==> src/uhc_defs.vh <==
// register indices, field codes and reset values of the usb host channel block
`ifndef UHC_DEFS_VH
`define UHC_DEFS_VH
// ----------------------------------------------------------------
// register indices (byte address is index * 4)
// ----------------------------------------------------------------
`define UHC_IX_SETUP 9'h110
`define UHC_IX_CFG0 9'h120
`define UHC_IX_TK0 9'h121
`define UHC_IX_MPS0 9'h123
`define UHC_IX_BC0H 9'h118
`define UHC_IX_BC0L 9'h119
`define UHC_IX_HUB0 9'h128
`define UHC_IX_TGT0 9'h129
`define UHC_IX_CSEQ 9'h12B
`define UHC_IX_RES0 9'h12E
`define UHC_IX_CFGA0 9'h130
`define UHC_IX_CFGA1 9'h131
`define UHC_IX_MPSAH 9'h132
`define UHC_IX_MPSAL 9'h133
`define UHC_IX_BCA3 9'h134
`define UHC_IX_BCA2 9'h135
`define UHC_IX_BCA1 9'h136
`define UHC_IX_BCA0 9'h137
`define UHC_IX_ST0 9'h140
`define UHC_IX_STA 9'h141
// ----------------------------------------------------------------
// field codes
// ----------------------------------------------------------------
`define UHC_TK_SETUP 2'h0
`define UHC_TK_OUT 2'h1
`define UHC_TK_IN 2'h2
`define UHC_STG_IDLE 2'h0
`define UHC_STG_SETUP 2'h1
`define UHC_STG_DATA 2'h2
`define UHC_STG_STAT 2'h3
`define UHC_RC_CLEAN 3'h0
`define UHC_RC_STALL 3'h1
`define UHC_RC_OVER 3'h2
`define UHC_RC_UNDER 3'h3
`define UHC_RC_RETRY 3'h4
`define UHC_SETUP_LEN 16'h0008
`define UHC_RST_BYTE 8'h00
`endif

==> src/uhc_chan_ctrl.v <==
// usb host channel 0 control sequencer and bulk channel a control
//
// Summary of operation
// channel 0 holds 16-bit byte count
// byte count drops on each good transaction
// zero byte count OUT sends one ZLP
// hub, port, target, endpoint routing fields
// stage field 00 idle, 01/10/11 stages
// sequence run issues SETUP with eight bytes
// data stage runs by direction and count
// status stage token set by data stage
// done flag on success, abort on error
// sequence run bit clears itself at end
// clearing run aborts in setup or data stage, stage stays visible
// 3-bit result code in bits 6-4
// overrun on oversize packet or total
// short packet toggle mismatch is not overrun
// underrun on short packet below count
// retry error for link-level faults
// channel a counts handshakes to target
// software writes only valid speed codes
// toggle bit seeds and tracks sequence
// run starts, clear stops, halted flag
// count done clears run; halt clears run
// halt keeps count and settings for resume
// auto ZLP after full last OUT packet
// unbounded option ignores byte count
// channel a token 01 OUT, 10 IN
// channel 0 token 00 SETUP,01 OUT,10 IN
// reserved bits read zero, ignore writes
//
// The Wishbone slave port is this design's own decision.
`timescale 1ns/1ns
`include "uhc_defs.vh"
module uhc_chan_ctrl (
   input wire core_clk,
   input wire reset_n,
   input wire wb_cyc_i,
   input wire wb_stb_i,
   input wire wb_we_i,
   input wire [10:0] wb_adr_i,
   input wire [3:0] wb_sel_i,
   input wire [31:0] wb_dat_i,
   output wire [31:0] wb_dat_o,
   output wire wb_ack_o,
   output wire x_req,
   output wire x_chan,
   output wire [1:0] x_token,
   output wire [15:0] x_len,
   output wire x_toggle,
   output wire [1:0] x_speed,
   output wire [7:0] x_hub,
   output wire [7:0] x_target,
   output wire [63:0] x_setup,
   input wire x_done,
   input wire x_stall,
   input wire x_timeout,
   input wire x_crc_err,
   input wire x_stuff_err,
   input wire x_pid_err,
   input wire x_toggle_bad,
   input wire [15:0] x_rx_len
);
localparam S_IDLE = 5'b00001;
localparam S_SET = 5'b00010;
localparam S_DAT = 5'b00100;
localparam S_STA = 5'b01000;
localparam S_RUN = 5'b10000;
// ----------------------------------------------------------------
// result classification
// ----------------------------------------------------------------
function [2:0] classify;
   input flt;
   input stall;
   input tbad;
   input is_in;
   input [15:0] rx;
   input [15:0] mps;
   input [15:0] rem;
   begin
      if (flt) begin
         classify = `UHC_RC_RETRY;
      end else if (stall) begin
         classify = `UHC_RC_STALL;
      end else if (!is_in) begin
         classify = `UHC_RC_CLEAN;
      end else if (rx > mps) begin
         classify = `UHC_RC_OVER;
      end else if (tbad) begin
         classify = `UHC_RC_RETRY;
      end else if (rx > rem) begin
         classify = `UHC_RC_OVER;
      end else if (rx < mps && rx < rem) begin
         classify = `UHC_RC_UNDER;
      end else begin
         classify = `UHC_RC_CLEAN;
      end
   end
endfunction
reg ack_q;
reg [7:0] rd_q;
reg [7:0] rd_d;
reg [7:0] setup_q [0:7];
reg [15:0] bc0_q;
reg [7:0] hub0_q;
reg [7:0] tgt0_q;
reg [6:0] mps0_q;
reg [1:0] tk0_q;
reg [1:0] spd0_q;
reg tog0_q;
reg run0_q;
reg cs_run_q;
reg [1:0] stage_q;
reg dstage_q;
reg pend0_q;
reg [4:0] st0_q;
reg [2:0] res0_q;
reg cdone_q;
reg cabt_q;
reg bcd0_q;
reg [3:0] acka_q;
reg [1:0] spda_q;
reg toga_q;
reg runa_q;
reg stopa_q;
reg [1:0] tka_q;
reg zlp_q;
reg unb_q;
reg [9:0] mpsa_q;
reg [31:0] bca_q;
reg [4:0] cnta_q;
reg [2:0] resa_q;
reg hit_q;
reg bcda_q;
reg halt_q;
reg req_q;
reg chan_q;
reg [1:0] tok_q;
reg [15:0] len_q;
reg xtog_q;
integer i;
wire acc = wb_cyc_i & wb_stb_i & ~ack_q;
wire wr = acc & wb_we_i & wb_sel_i[0];
wire [8:0] ix = wb_adr_i[10:2];
wire [7:0] wd = wb_dat_i[7:0];
wire [15:0] mps0w = {9'h000, mps0_q};
wire [15:0] mpsaw = {6'h00, mpsa_q};
wire [15:0] pk0 = (bc0_q > mps0w) ? mps0w : bc0_q;
// unbounded or 64k and above: treat as plenty left, the packet size limits
wire [15:0] rema = (unb_q | (|bca_q[31:16])) ? 16'hFFFF : bca_q[15:0];
wire [15:0] pka = (rema > mpsaw) ? mpsaw : rema;
wire is_in = (tok_q == `UHC_TK_IN);
wire [15:0] moved = is_in ? x_rx_len : len_q;
wire flt = x_timeout | x_crc_err | x_stuff_err | x_pid_err;
wire [2:0] code = classify(flt, x_stall, x_toggle_bad, is_in, x_rx_len,
   chan_q ? mpsaw : mps0w, chan_q ? rema : bc0_q);
wire under = (code == `UHC_RC_UNDER);
wire cerr = (code != `UHC_RC_CLEAN) & ~under;
wire done0 = x_done & req_q & ~chan_q;
wire donea = x_done & req_q & chan_q;
wire [15:0] nbc0 = bc0_q - moved;
wire [31:0] nbca = bca_q - {16'h0000, moved};
wire [4:0] tgta = {acka_q == 4'h0, acka_q};
wire [4:0] cnta_n = cnta_q + 5'h01;
wire ztail = zlp_q & ~is_in & (moved == mpsaw) & (moved != 16'h0000);
wire want0 = ~st0_q[0] & ~(st0_q[4] & tk0_q == 2'h3);
wire wanta = runa_q & (tka_q == `UHC_TK_OUT | tka_q == `UHC_TK_IN);
wire [1:0] dtok = setup_q[0][7] ? `UHC_TK_IN : `UHC_TK_OUT;
wire [1:0] stok = (dstage_q & setup_q[0][7]) ? `UHC_TK_OUT : `UHC_TK_IN;
reg [1:0] tok0;
reg [15:0] len0;
always @* begin
   case (st0_q)
      S_SET: begin
         tok0 = `UHC_TK_SETUP;
         len0 = `UHC_SETUP_LEN;
      end
      S_DAT: begin
         tok0 = dtok;
         len0 = pk0;
      end
      S_STA: begin
         tok0 = stok;
         len0 = 16'h0000;
      end
      default: begin
         tok0 = tk0_q;
         len0 = |tk0_q ? pk0 : `UHC_SETUP_LEN;
      end
   endcase
end
assign wb_ack_o = ack_q;
assign wb_dat_o = {24'h000000, rd_q};
assign x_req = req_q;
assign x_chan = chan_q;
assign x_token = tok_q;
assign x_len = len_q;
assign x_toggle = xtog_q;
assign x_speed = chan_q ? spda_q : spd0_q;
assign x_hub = hub0_q;
assign x_target = tgt0_q;
genvar g;
generate
   for (g = 0; g < 8; g = g + 1) begin : g_setup
      assign x_setup[8*g+7:8*g] = setup_q[g];
   end
endgenerate
// ----------------------------------------------------------------
// register read mux
// ----------------------------------------------------------------
always @* begin
   rd_d = 8'h00;
   if (ix[8:3] == `UHC_IX_SETUP >> 3) begin
      rd_d = setup_q[ix[2:0]];
   end
   case (ix)
      `UHC_IX_BC0H: rd_d = bc0_q[15:8];
      `UHC_IX_BC0L: rd_d = bc0_q[7:0];
      `UHC_IX_CFG0: rd_d = {4'h0, spd0_q, tog0_q, run0_q};
      `UHC_IX_TK0: rd_d = {tk0_q, 6'h00};
      `UHC_IX_MPS0: rd_d = {1'b0, mps0_q};
      `UHC_IX_HUB0: rd_d = hub0_q;
      `UHC_IX_TGT0: rd_d = tgt0_q;
      `UHC_IX_CSEQ: rd_d = {2'h0, stage_q, 3'h0, cs_run_q};
      `UHC_IX_RES0: rd_d = {1'b0, res0_q, 4'h0};
      `UHC_IX_CFGA0: rd_d = {acka_q, spda_q, toga_q, runa_q};
      `UHC_IX_CFGA1: rd_d = {tka_q, 2'h0, zlp_q, 2'h0, unb_q};
      `UHC_IX_MPSAH: rd_d = {6'h00, mpsa_q[9:8]};
      `UHC_IX_MPSAL: rd_d = mpsa_q[7:0];
      `UHC_IX_BCA3: rd_d = bca_q[31:24];
      `UHC_IX_BCA2: rd_d = bca_q[23:16];
      `UHC_IX_BCA1: rd_d = bca_q[15:8];
      `UHC_IX_BCA0: rd_d = bca_q[7:0];
      `UHC_IX_ST0: rd_d = {5'h00, bcd0_q, cabt_q, cdone_q};
      `UHC_IX_STA: rd_d = {1'b0, resa_q, 1'b0, halt_q, bcda_q, hit_q};
      default: rd_d = rd_d;
   endcase
end
// sequence stops with the stage field frozen where it failed
task abort0;
   begin
      st0_q <= S_IDLE;
      cs_run_q <= 1'b0;
      cabt_q <= 1'b1;
      pend0_q <= 1'b0;
   end
endtask
// ----------------------------------------------------------------
// registers, sequencers and link request
// ----------------------------------------------------------------
always @(posedge core_clk or negedge reset_n) begin
   if (!reset_n) begin
      ack_q <= 1'b0;
      rd_q <= `UHC_RST_BYTE;
      for (i = 0; i < 8; i = i + 1) begin
         setup_q[i] <= `UHC_RST_BYTE;
      end
      bc0_q <= 16'h0000;
      hub0_q <= `UHC_RST_BYTE;
      tgt0_q <= `UHC_RST_BYTE;
      mps0_q <= 7'h00;
      tk0_q <= 2'h0;
      spd0_q <= 2'h0;
      tog0_q <= 1'b0;
      run0_q <= 1'b0;
      cs_run_q <= 1'b0;
      stage_q <= `UHC_STG_IDLE;
      dstage_q <= 1'b0;
      pend0_q <= 1'b0;
      st0_q <= S_IDLE;
      res0_q <= `UHC_RC_CLEAN;
      cdone_q <= 1'b0;
      cabt_q <= 1'b0;
      bcd0_q <= 1'b0;
      acka_q <= 4'h0;
      spda_q <= 2'h0;
      toga_q <= 1'b0;
      runa_q <= 1'b0;
      stopa_q <= 1'b0;
      tka_q <= 2'h0;
      zlp_q <= 1'b0;
      unb_q <= 1'b0;
      mpsa_q <= 10'h000;
      bca_q <= 32'h00000000;
      cnta_q <= 5'h00;
      resa_q <= `UHC_RC_CLEAN;
      hit_q <= 1'b0;
      bcda_q <= 1'b0;
      halt_q <= 1'b0;
      req_q <= 1'b0;
      chan_q <= 1'b0;
      tok_q <= 2'h0;
      len_q <= 16'h0000;
      xtog_q <= 1'b0;
   end else begin
      ack_q <= acc;
      rd_q <= rd_d;
      if (wr) begin
         if (ix[8:3] == `UHC_IX_SETUP >> 3) begin
            setup_q[ix[2:0]] <= wd;
         end
         case (ix)
            `UHC_IX_BC0H: bc0_q[15:8] <= wd;
            `UHC_IX_BC0L: bc0_q[7:0] <= wd;
            `UHC_IX_CFG0: begin
               spd0_q <= wd[3:2];
               tog0_q <= wd[1];
               if (wd[0] && st0_q == S_IDLE) begin
                  st0_q <= S_RUN;
                  run0_q <= 1'b1;
               end else if (!wd[0] && st0_q == S_RUN) begin
                  if (req_q ? !chan_q : want0) begin
                     pend0_q <= 1'b1;
                  end else begin
                     st0_q <= S_IDLE;
                     run0_q <= 1'b0;
                  end
               end
            end
            `UHC_IX_TK0: tk0_q <= wd[7:6];
            `UHC_IX_MPS0: mps0_q <= wd[6:0];
            `UHC_IX_HUB0: hub0_q <= {wd[7:4], 1'b0, wd[2:0]};
            `UHC_IX_TGT0: tgt0_q <= wd;
            `UHC_IX_CSEQ: begin
               if (wd[0] && st0_q == S_IDLE) begin
                  st0_q <= S_SET;
                  stage_q <= `UHC_STG_SETUP;
                  cs_run_q <= 1'b1;
                  tog0_q <= 1'b0;
                  dstage_q <= 1'b0;
                  res0_q <= `UHC_RC_CLEAN;
               end else if (!wd[0] && cs_run_q) begin
                  pend0_q <= 1'b1;
               end
            end
            `UHC_IX_CFGA0: begin
               acka_q <= wd[7:4];
               spda_q <= wd[3:2];
               toga_q <= wd[1];
               if (wd[0]) begin
                  runa_q <= 1'b1;
                  stopa_q <= 1'b0;
               end else if (runa_q) begin
                  if (req_q ? chan_q : !want0 & wanta) begin
                     stopa_q <= 1'b1;
                  end else begin
                     runa_q <= 1'b0;
                     halt_q <= 1'b1;
                  end
               end
            end
            `UHC_IX_CFGA1: begin
               tka_q <= wd[7:6];
               zlp_q <= wd[3];
               unb_q <= wd[0];
            end
            `UHC_IX_MPSAH: mpsa_q[9:8] <= wd[1:0];
            `UHC_IX_MPSAL: mpsa_q[7:0] <= wd;
            `UHC_IX_BCA3: bca_q[31:24] <= wd;
            `UHC_IX_BCA2: bca_q[23:16] <= wd;
            `UHC_IX_BCA1: bca_q[15:8] <= wd;
            `UHC_IX_BCA0: bca_q[7:0] <= wd;
            `UHC_IX_ST0: begin
               cdone_q <= cdone_q & ~wd[0];
               cabt_q <= cabt_q & ~wd[1];
               bcd0_q <= bcd0_q & ~wd[2];
            end
            `UHC_IX_STA: begin
               hit_q <= hit_q & ~wd[0];
               bcda_q <= bcda_q & ~wd[1];
               halt_q <= halt_q & ~wd[2];
            end
            default: ;
         endcase
      end
      // issue: channel 0 first, request held until the link reports done
      if (!req_q) begin
         if (want0) begin
            req_q <= 1'b1;
            chan_q <= 1'b0;
            tok_q <= tok0;
            len_q <= len0;
            xtog_q <= tog0_q & |tok0;
         end else if (wanta) begin
            req_q <= 1'b1;
            chan_q <= 1'b1;
            tok_q <= tka_q;
            len_q <= pka;
            xtog_q <= toga_q;
         end
      end else if (x_done) begin
         req_q <= 1'b0;
      end
      if (done0) begin
         res0_q <= code;
         case (st0_q)
            S_SET: begin
               if (cerr || pend0_q) begin
                  abort0;
               end else if (bc0_q != 16'h0000) begin
                  tog0_q <= 1'b1;
                  st0_q <= S_DAT;
                  stage_q <= `UHC_STG_DATA;
                  dstage_q <= 1'b1;
               end else begin
                  tog0_q <= 1'b1;
                  st0_q <= S_STA;
                  stage_q <= `UHC_STG_STAT;
               end
            end
            S_DAT: begin
               if (cerr || pend0_q) begin
                  abort0;
               end else begin
                  bc0_q <= nbc0;
                  tog0_q <= ~tog0_q;
                  if (nbc0 == 16'h0000 || under) begin
                     tog0_q <= 1'b1;
                     st0_q <= S_STA;
                     stage_q <= `UHC_STG_STAT;
                  end
               end
            end
            S_STA: begin
               if (cerr) begin
                  abort0;
               end else begin
                  st0_q <= S_IDLE;
                  stage_q <= `UHC_STG_IDLE;
                  cs_run_q <= 1'b0;
                  cdone_q <= 1'b1;
                  pend0_q <= 1'b0;
               end
            end
            S_RUN: begin
               pend0_q <= 1'b0;
               if (cerr || under || pend0_q) begin
                  st0_q <= S_IDLE;
                  run0_q <= 1'b0;
               end else begin
                  bc0_q <= nbc0;
                  tog0_q <= ~tog0_q;
                  if (nbc0 == 16'h0000) begin
                     st0_q <= S_IDLE;
                     run0_q <= 1'b0;
                     bcd0_q <= 1'b1;
                  end
               end
            end
            default: st0_q <= S_IDLE;
         endcase
      end
      if (donea) begin
         resa_q <= code;
         stopa_q <= 1'b0;
         if (cerr || under) begin
            runa_q <= 1'b0;
            halt_q <= 1'b1;
         end else begin
            toga_q <= ~toga_q;
            if (!unb_q) begin
               bca_q <= nbca;
            end
            if (cnta_n == tgta) begin
               hit_q <= 1'b1;
               cnta_q <= 5'h00;
            end else begin
               cnta_q <= cnta_n;
            end
            if (!unb_q && nbca == 32'h00000000 && !ztail) begin
               runa_q <= 1'b0;
               bcda_q <= 1'b1;
            end else if (stopa_q) begin
               runa_q <= 1'b0;
               halt_q <= 1'b1;
            end
         end
      end
   end
end
endmodule // uhc_chan_ctrl

==> config.mk <==
export PLATFORM = sky130hd
export DESIGN_NAME = uhc_chan_ctrl
export DESIGN_NICKNAME = d
export VERILOG_FILES = /design/src/uhc_chan_ctrl.v
export VERILOG_INCLUDE_DIRS = /design/src /design/src/src
export SDC_FILE = /design/constraint.sdc
export NUM_CORES = 1
export LEC_CHECK = 0
export BUFFER_PORTS_ARGS = -buffer_cell sky130_fd_sc_hd__buf_2
export CORE_ASPECT_RATIO = 2
export CORE_UTILIZATION = 53
export CTS_BUF_LIST = sky130_fd_sc_hd__clkbuf_8 sky130_fd_sc_hd__clkbuf_16
export DETAILED_ROUTE_END_ITERATION = 8
export PLACE_DENSITY = 0.77
export SYNTH_ARGS = -nofsm -noshare
export SYNTH_HDL_FRONTEND = slang
export SYNTH_SLANG_ARGS = --single-unit
==> constraint.sdc <==
create_clock -name core_clk -period 4.6 [get_ports core_clk]
set_input_delay 1.15 -clock core_clk [delete_from_list [all_inputs] [get_ports core_clk]]
set_output_delay 1.15 -clock core_clk [all_outputs]
set_load 0.05 [all_outputs]
==> summary.md <==
| Metric | Value |
|---|---|
| Status | `finished with violations` |
| Violated checks | `setup timing` |
| Clock Sinks | `220` |
| Placed inst area | `~18000 um^2` |
| Setup TNS | `-68.04 ps` |
| RSZ-0062 raised after global routing | `yes` |
| Largest net degree at the start of global routing | `128` |
| Via density | `6.664` |
| Routed wire length | `~63000 um` |
| Final period util | `100.6%` |
| CP dominant cell by count | `a31o_4` |
| Post-synth top area cell | `dfrtp_1` |
| WL per Instance | `26.97 um` |
| Share of the synthesized area in the top cell type | `35.85%` |
| ANT nets after route | `0` |
| Total Routing Usage GR | `roughly 44%` |
| Clock root cell | `clkbuf_16` |
| Hold_ws | `474.9 ps` |
| First-pass GRT wire length | `94910 um` |
| Residual overflow from global routing | `0` |
| TritonRoute pass-1 iters | `9` |
| Critical path data required time | `5030 ps` |
| Largest cells by area after synthesis | `dfrtp_1, ha_1, mux2_2` |
| Fmax | `between 200 and 250 MHz` |
| PD cells | `245.8 nW/um^2` |
| CP cell instances | `nor4_1 > and3_1 > nand3_2 > buf_6 > or2_4 > mux2i_2 > ha_1 > a21o_1 > a211oi_2 > a21oi_2 > a211o_4 > or3_4 > a31o_4 > buf_12 > buf_8 > a31o_4 > o22a_1 > o21a_1` |
| Ys flop type | `dfrtp_1` |
| Async set or reset register ratio after synthesis | `100.0%` |
| IO Port Bufs | `156` |
| Mapped cell area | `15290 um^2` |
| RD Place Congestion | `between 1 and 1.5` |
| Area Growth Syn to Fin | `25.10%` |
| Core area | `28300 um^2` |
| Ratio of cells with drive above 1 in the final layout | `29.81%` |
| Sequential area share after synthesis | `~36%` |
| Initial antenna violation count | `1` |
| Area used by multi-input combinational logic | `9549 um^2` |
| I/O Pins | `211` |
| Crit start category | `flip-flop` |
| Rel. slew slack | `8.689%` |
| CP Max Fanout | `7` |
| ANT cells | `0` |
| Clock transition at the registers of the reported paths | `70 ps` |
| Tot Pwr | `4701 uW` |
| Min Tclk post-route | `approximately 4600 ps` |
| Final setup fails | `3` |
| Fin nets | `2124` |
| EDFF count, synth | `0` |
| Fillers | `2305` |
| DR vias | `between 15000 and 20000` |
| Setup CP Type | `reg -> reg` |
| Slew Viols, Final | `0` |
| Die Width | `122.1 um` |
| Vias in the first global route | `15650` |
| CP max-delay cell | `nor4_1` |
| Design Area, Final | `19120 um^2` |
| Slowest cell delay on critical path | `around 400 ps` |
| Register Area | `~5500 um^2` |
| H-tree depth | `1` |
| Max_cap viols | `0` |
| Internal reg-to-reg setup slack | `-30 ps` |
| Critical path data arrival time | `5060 ps` |
| Initial Utilization | `54.01%` |
| Residual DRC count | `0` |
| FF+latch count, synth | `220` |
| Synth warn | `0` |
| Die area | `29570 um^2` |
| Row count | `87` |
| Max Buffers Root-to-Sink | `3` |
| Slew @ Worst Pin | `1357 ps` |
| DIE HEIGHT | `roughly 240 um` |
| Worst ir drop on vdd | `375.5 uV` |
| Final core occ | `67.56%` |
| Initial DRC count | `between 1000 and 1500` |
| Worst-Skew Late Latency | `between 500 and 600 ps` |
| CP Capture Type | `flip-flop` |
| CTS Buf Count | `22` |
| Min-delay worst type | `reg -> reg` |
| Final HPWL DP | `~47000 um` |
| Cell variety after synth | `94` |
| CTS tree | `done` |
| Post-route worst setup slack | `-28.78 ps` |
| Final Skew | `~15 ps` |
| Post-Synthesis Cells | `1639` |
| Synth Area per Inst | `9.326 um^2` |
| Final hold vios | `0` |
| Leakage | `between 0.009 and 0.01 uW` |
[cell type report]
cell class	count	area share (%)
multi-input cells	1300	49.94
flip-flops and latches	220	28.80
repair buffers	379	13.76
clock buffers	26	3.226
well taps	356	2.329
clock inverters	12	0.9815
inverters	49	0.9619
[registers in the layout (all words and copies together) (netlist names), 2 cells and up]
name,cells
x_setup,64
bca_q,32
bc0_q,16
x_len,16
mpsa_q,10
rd_q,8
x_target,8
mps0_q,7
x_hub,7
cnta_q,5
st0_q,5
acka_q,4
res0_q,3
resa_q,3
spd0_q,2
spda_q,2
stage_q,2
tk0_q,2
tka_q,2
x_token,2
[critical path: cells and delay by family, from the launching register on]
family	cells	cell delay, ps
AOI/OAI and AO/OA	8	1640
and+or+nand+nor	5	1540
muxes	1	180
DFF	1	380
adders and majority gates	1	280
buffers and inverters	3	470
[synthesized netlist by cell type, drive strengths merged (11+ instances only)]
master  count
nor4       21
nand4      21
o211ai     15
xnor2      23
nand2     186
or3        12
clkbuf     54
o21ai     122
a211oi     13
a21oi      70
and3       13
nor3       43
nor2b      11
a22oi      25
mux2i      80
o22ai      31
or2        11
mux2       90
a31oi      12
a21o       18
buf        40
nand2b     21
mux4       20
nand3      57
inv        48
xor2       13
nor2      106
dfrtp     219
and2       16
ha         75
o21a       18
[cell usage in the layout, fill, tap and decap left out, drive strengths merged, types with 11 or more instances in the layout]
cell / netlist / routed
buf: 40 / 379
dfrtp: 219 / 219
nand2: 186 / 186
o21ai: 122 / 122
nor2: 106 / 106
mux2: 90 / 90
mux2i: 80 / 80
ha: 75 / 75
a21oi: 70 / 70
nand3: 57 / 57
inv: 48 / 50
nor3: 43 / 43
o22ai: 31 / 31
clkbuf: 54 / 26
conb: 1 / 25
a22oi: 25 / 25
xnor2: 23 / 23
nand2b: 21 / 21
nand4: 21 / 21
nor4: 21 / 21
mux4: 20 / 20
o21a: 18 / 18
a21o: 18 / 18
and2: 16 / 16
o211ai: 15 / 15
and3: 13 / 13
xor2: 13 / 13
a211oi: 13 / 13
or3: 12 / 12
a31oi: 12 / 12
nor2b: 11 / 11
or2: 11 / 11
[worst paths after layout]
path                                     start                    end  depth (start not counted)
max reg2reg                bca_q[16]$_DFF_PN0_    bca_q[26]$_DFF_PN0_                         18
max                        bca_q[16]$_DFF_PN0_    bca_q[26]$_DFF_PN0_                         18
min in group asynchronous              reset_n    bca_q[20]$_DFF_PN0_                          1
max in group asynchronous              reset_n  mps0_q[2]$_DFFE_PN0P_                          2
min                         wb_ack_o$_DFF_PN0_     wb_ack_o$_DFF_PN0_                          1
min reg2reg                 wb_ack_o$_DFF_PN0_     wb_ack_o$_DFF_PN0_                          1
[stage by stage]
stage,instances,setup WS (ps)
finish,2342,-28.78
global route,2342,-134.4
CTS,2334,0.1861
detailed placement,2291,-230.1
global placement,2291,-179.7
floorplan,1663,24.20
[per-layer routing]
metal / global-route usage [%] / vias up / routed length (um)
met4: 39.60 / 0 / 7072
met1: 45.96 / 7554 / 20620
met2: 70.69 / 919 / 30400
li1: - / 6769 / -
met3: 10.66 / 365 / 5077
met5: 0 / - / 0
[what timing repair did]
action	CTS	global route
setup buffers	4	7
resized for setup	40	41
gates cloned	1	1
hold buffers	0	0
setup endpoints to repair	57	85
pin swaps	15	14
[where the power goes]
group	total [uW]	leakage [uW]	internal, uW	switching (uW)
clock	2060	0.000398	1230	829
sequential	2010	0.00301	1970	43.6
combinational	628	0.00572	186	442
total	4700	0.00913	3390	1310
[cell families after synthesis]
logic type / after synthesis / synth area share (%)
AND/OR/NAND/NOR: 544 / 17.39
AO/OA/AOI/OAI: 428 / 19.09
flip-flops: 220 / 36.02
multiplexers: 190 / 14.82
buffers and inverters: 143 / 4.199
adder cells (fa/ha/maj): 77 / 6.401
XOR/XNOR: 36 / 2.063
other: 1 / 0.02453
No activity file was read; power rests on OpenSTA's default activity.
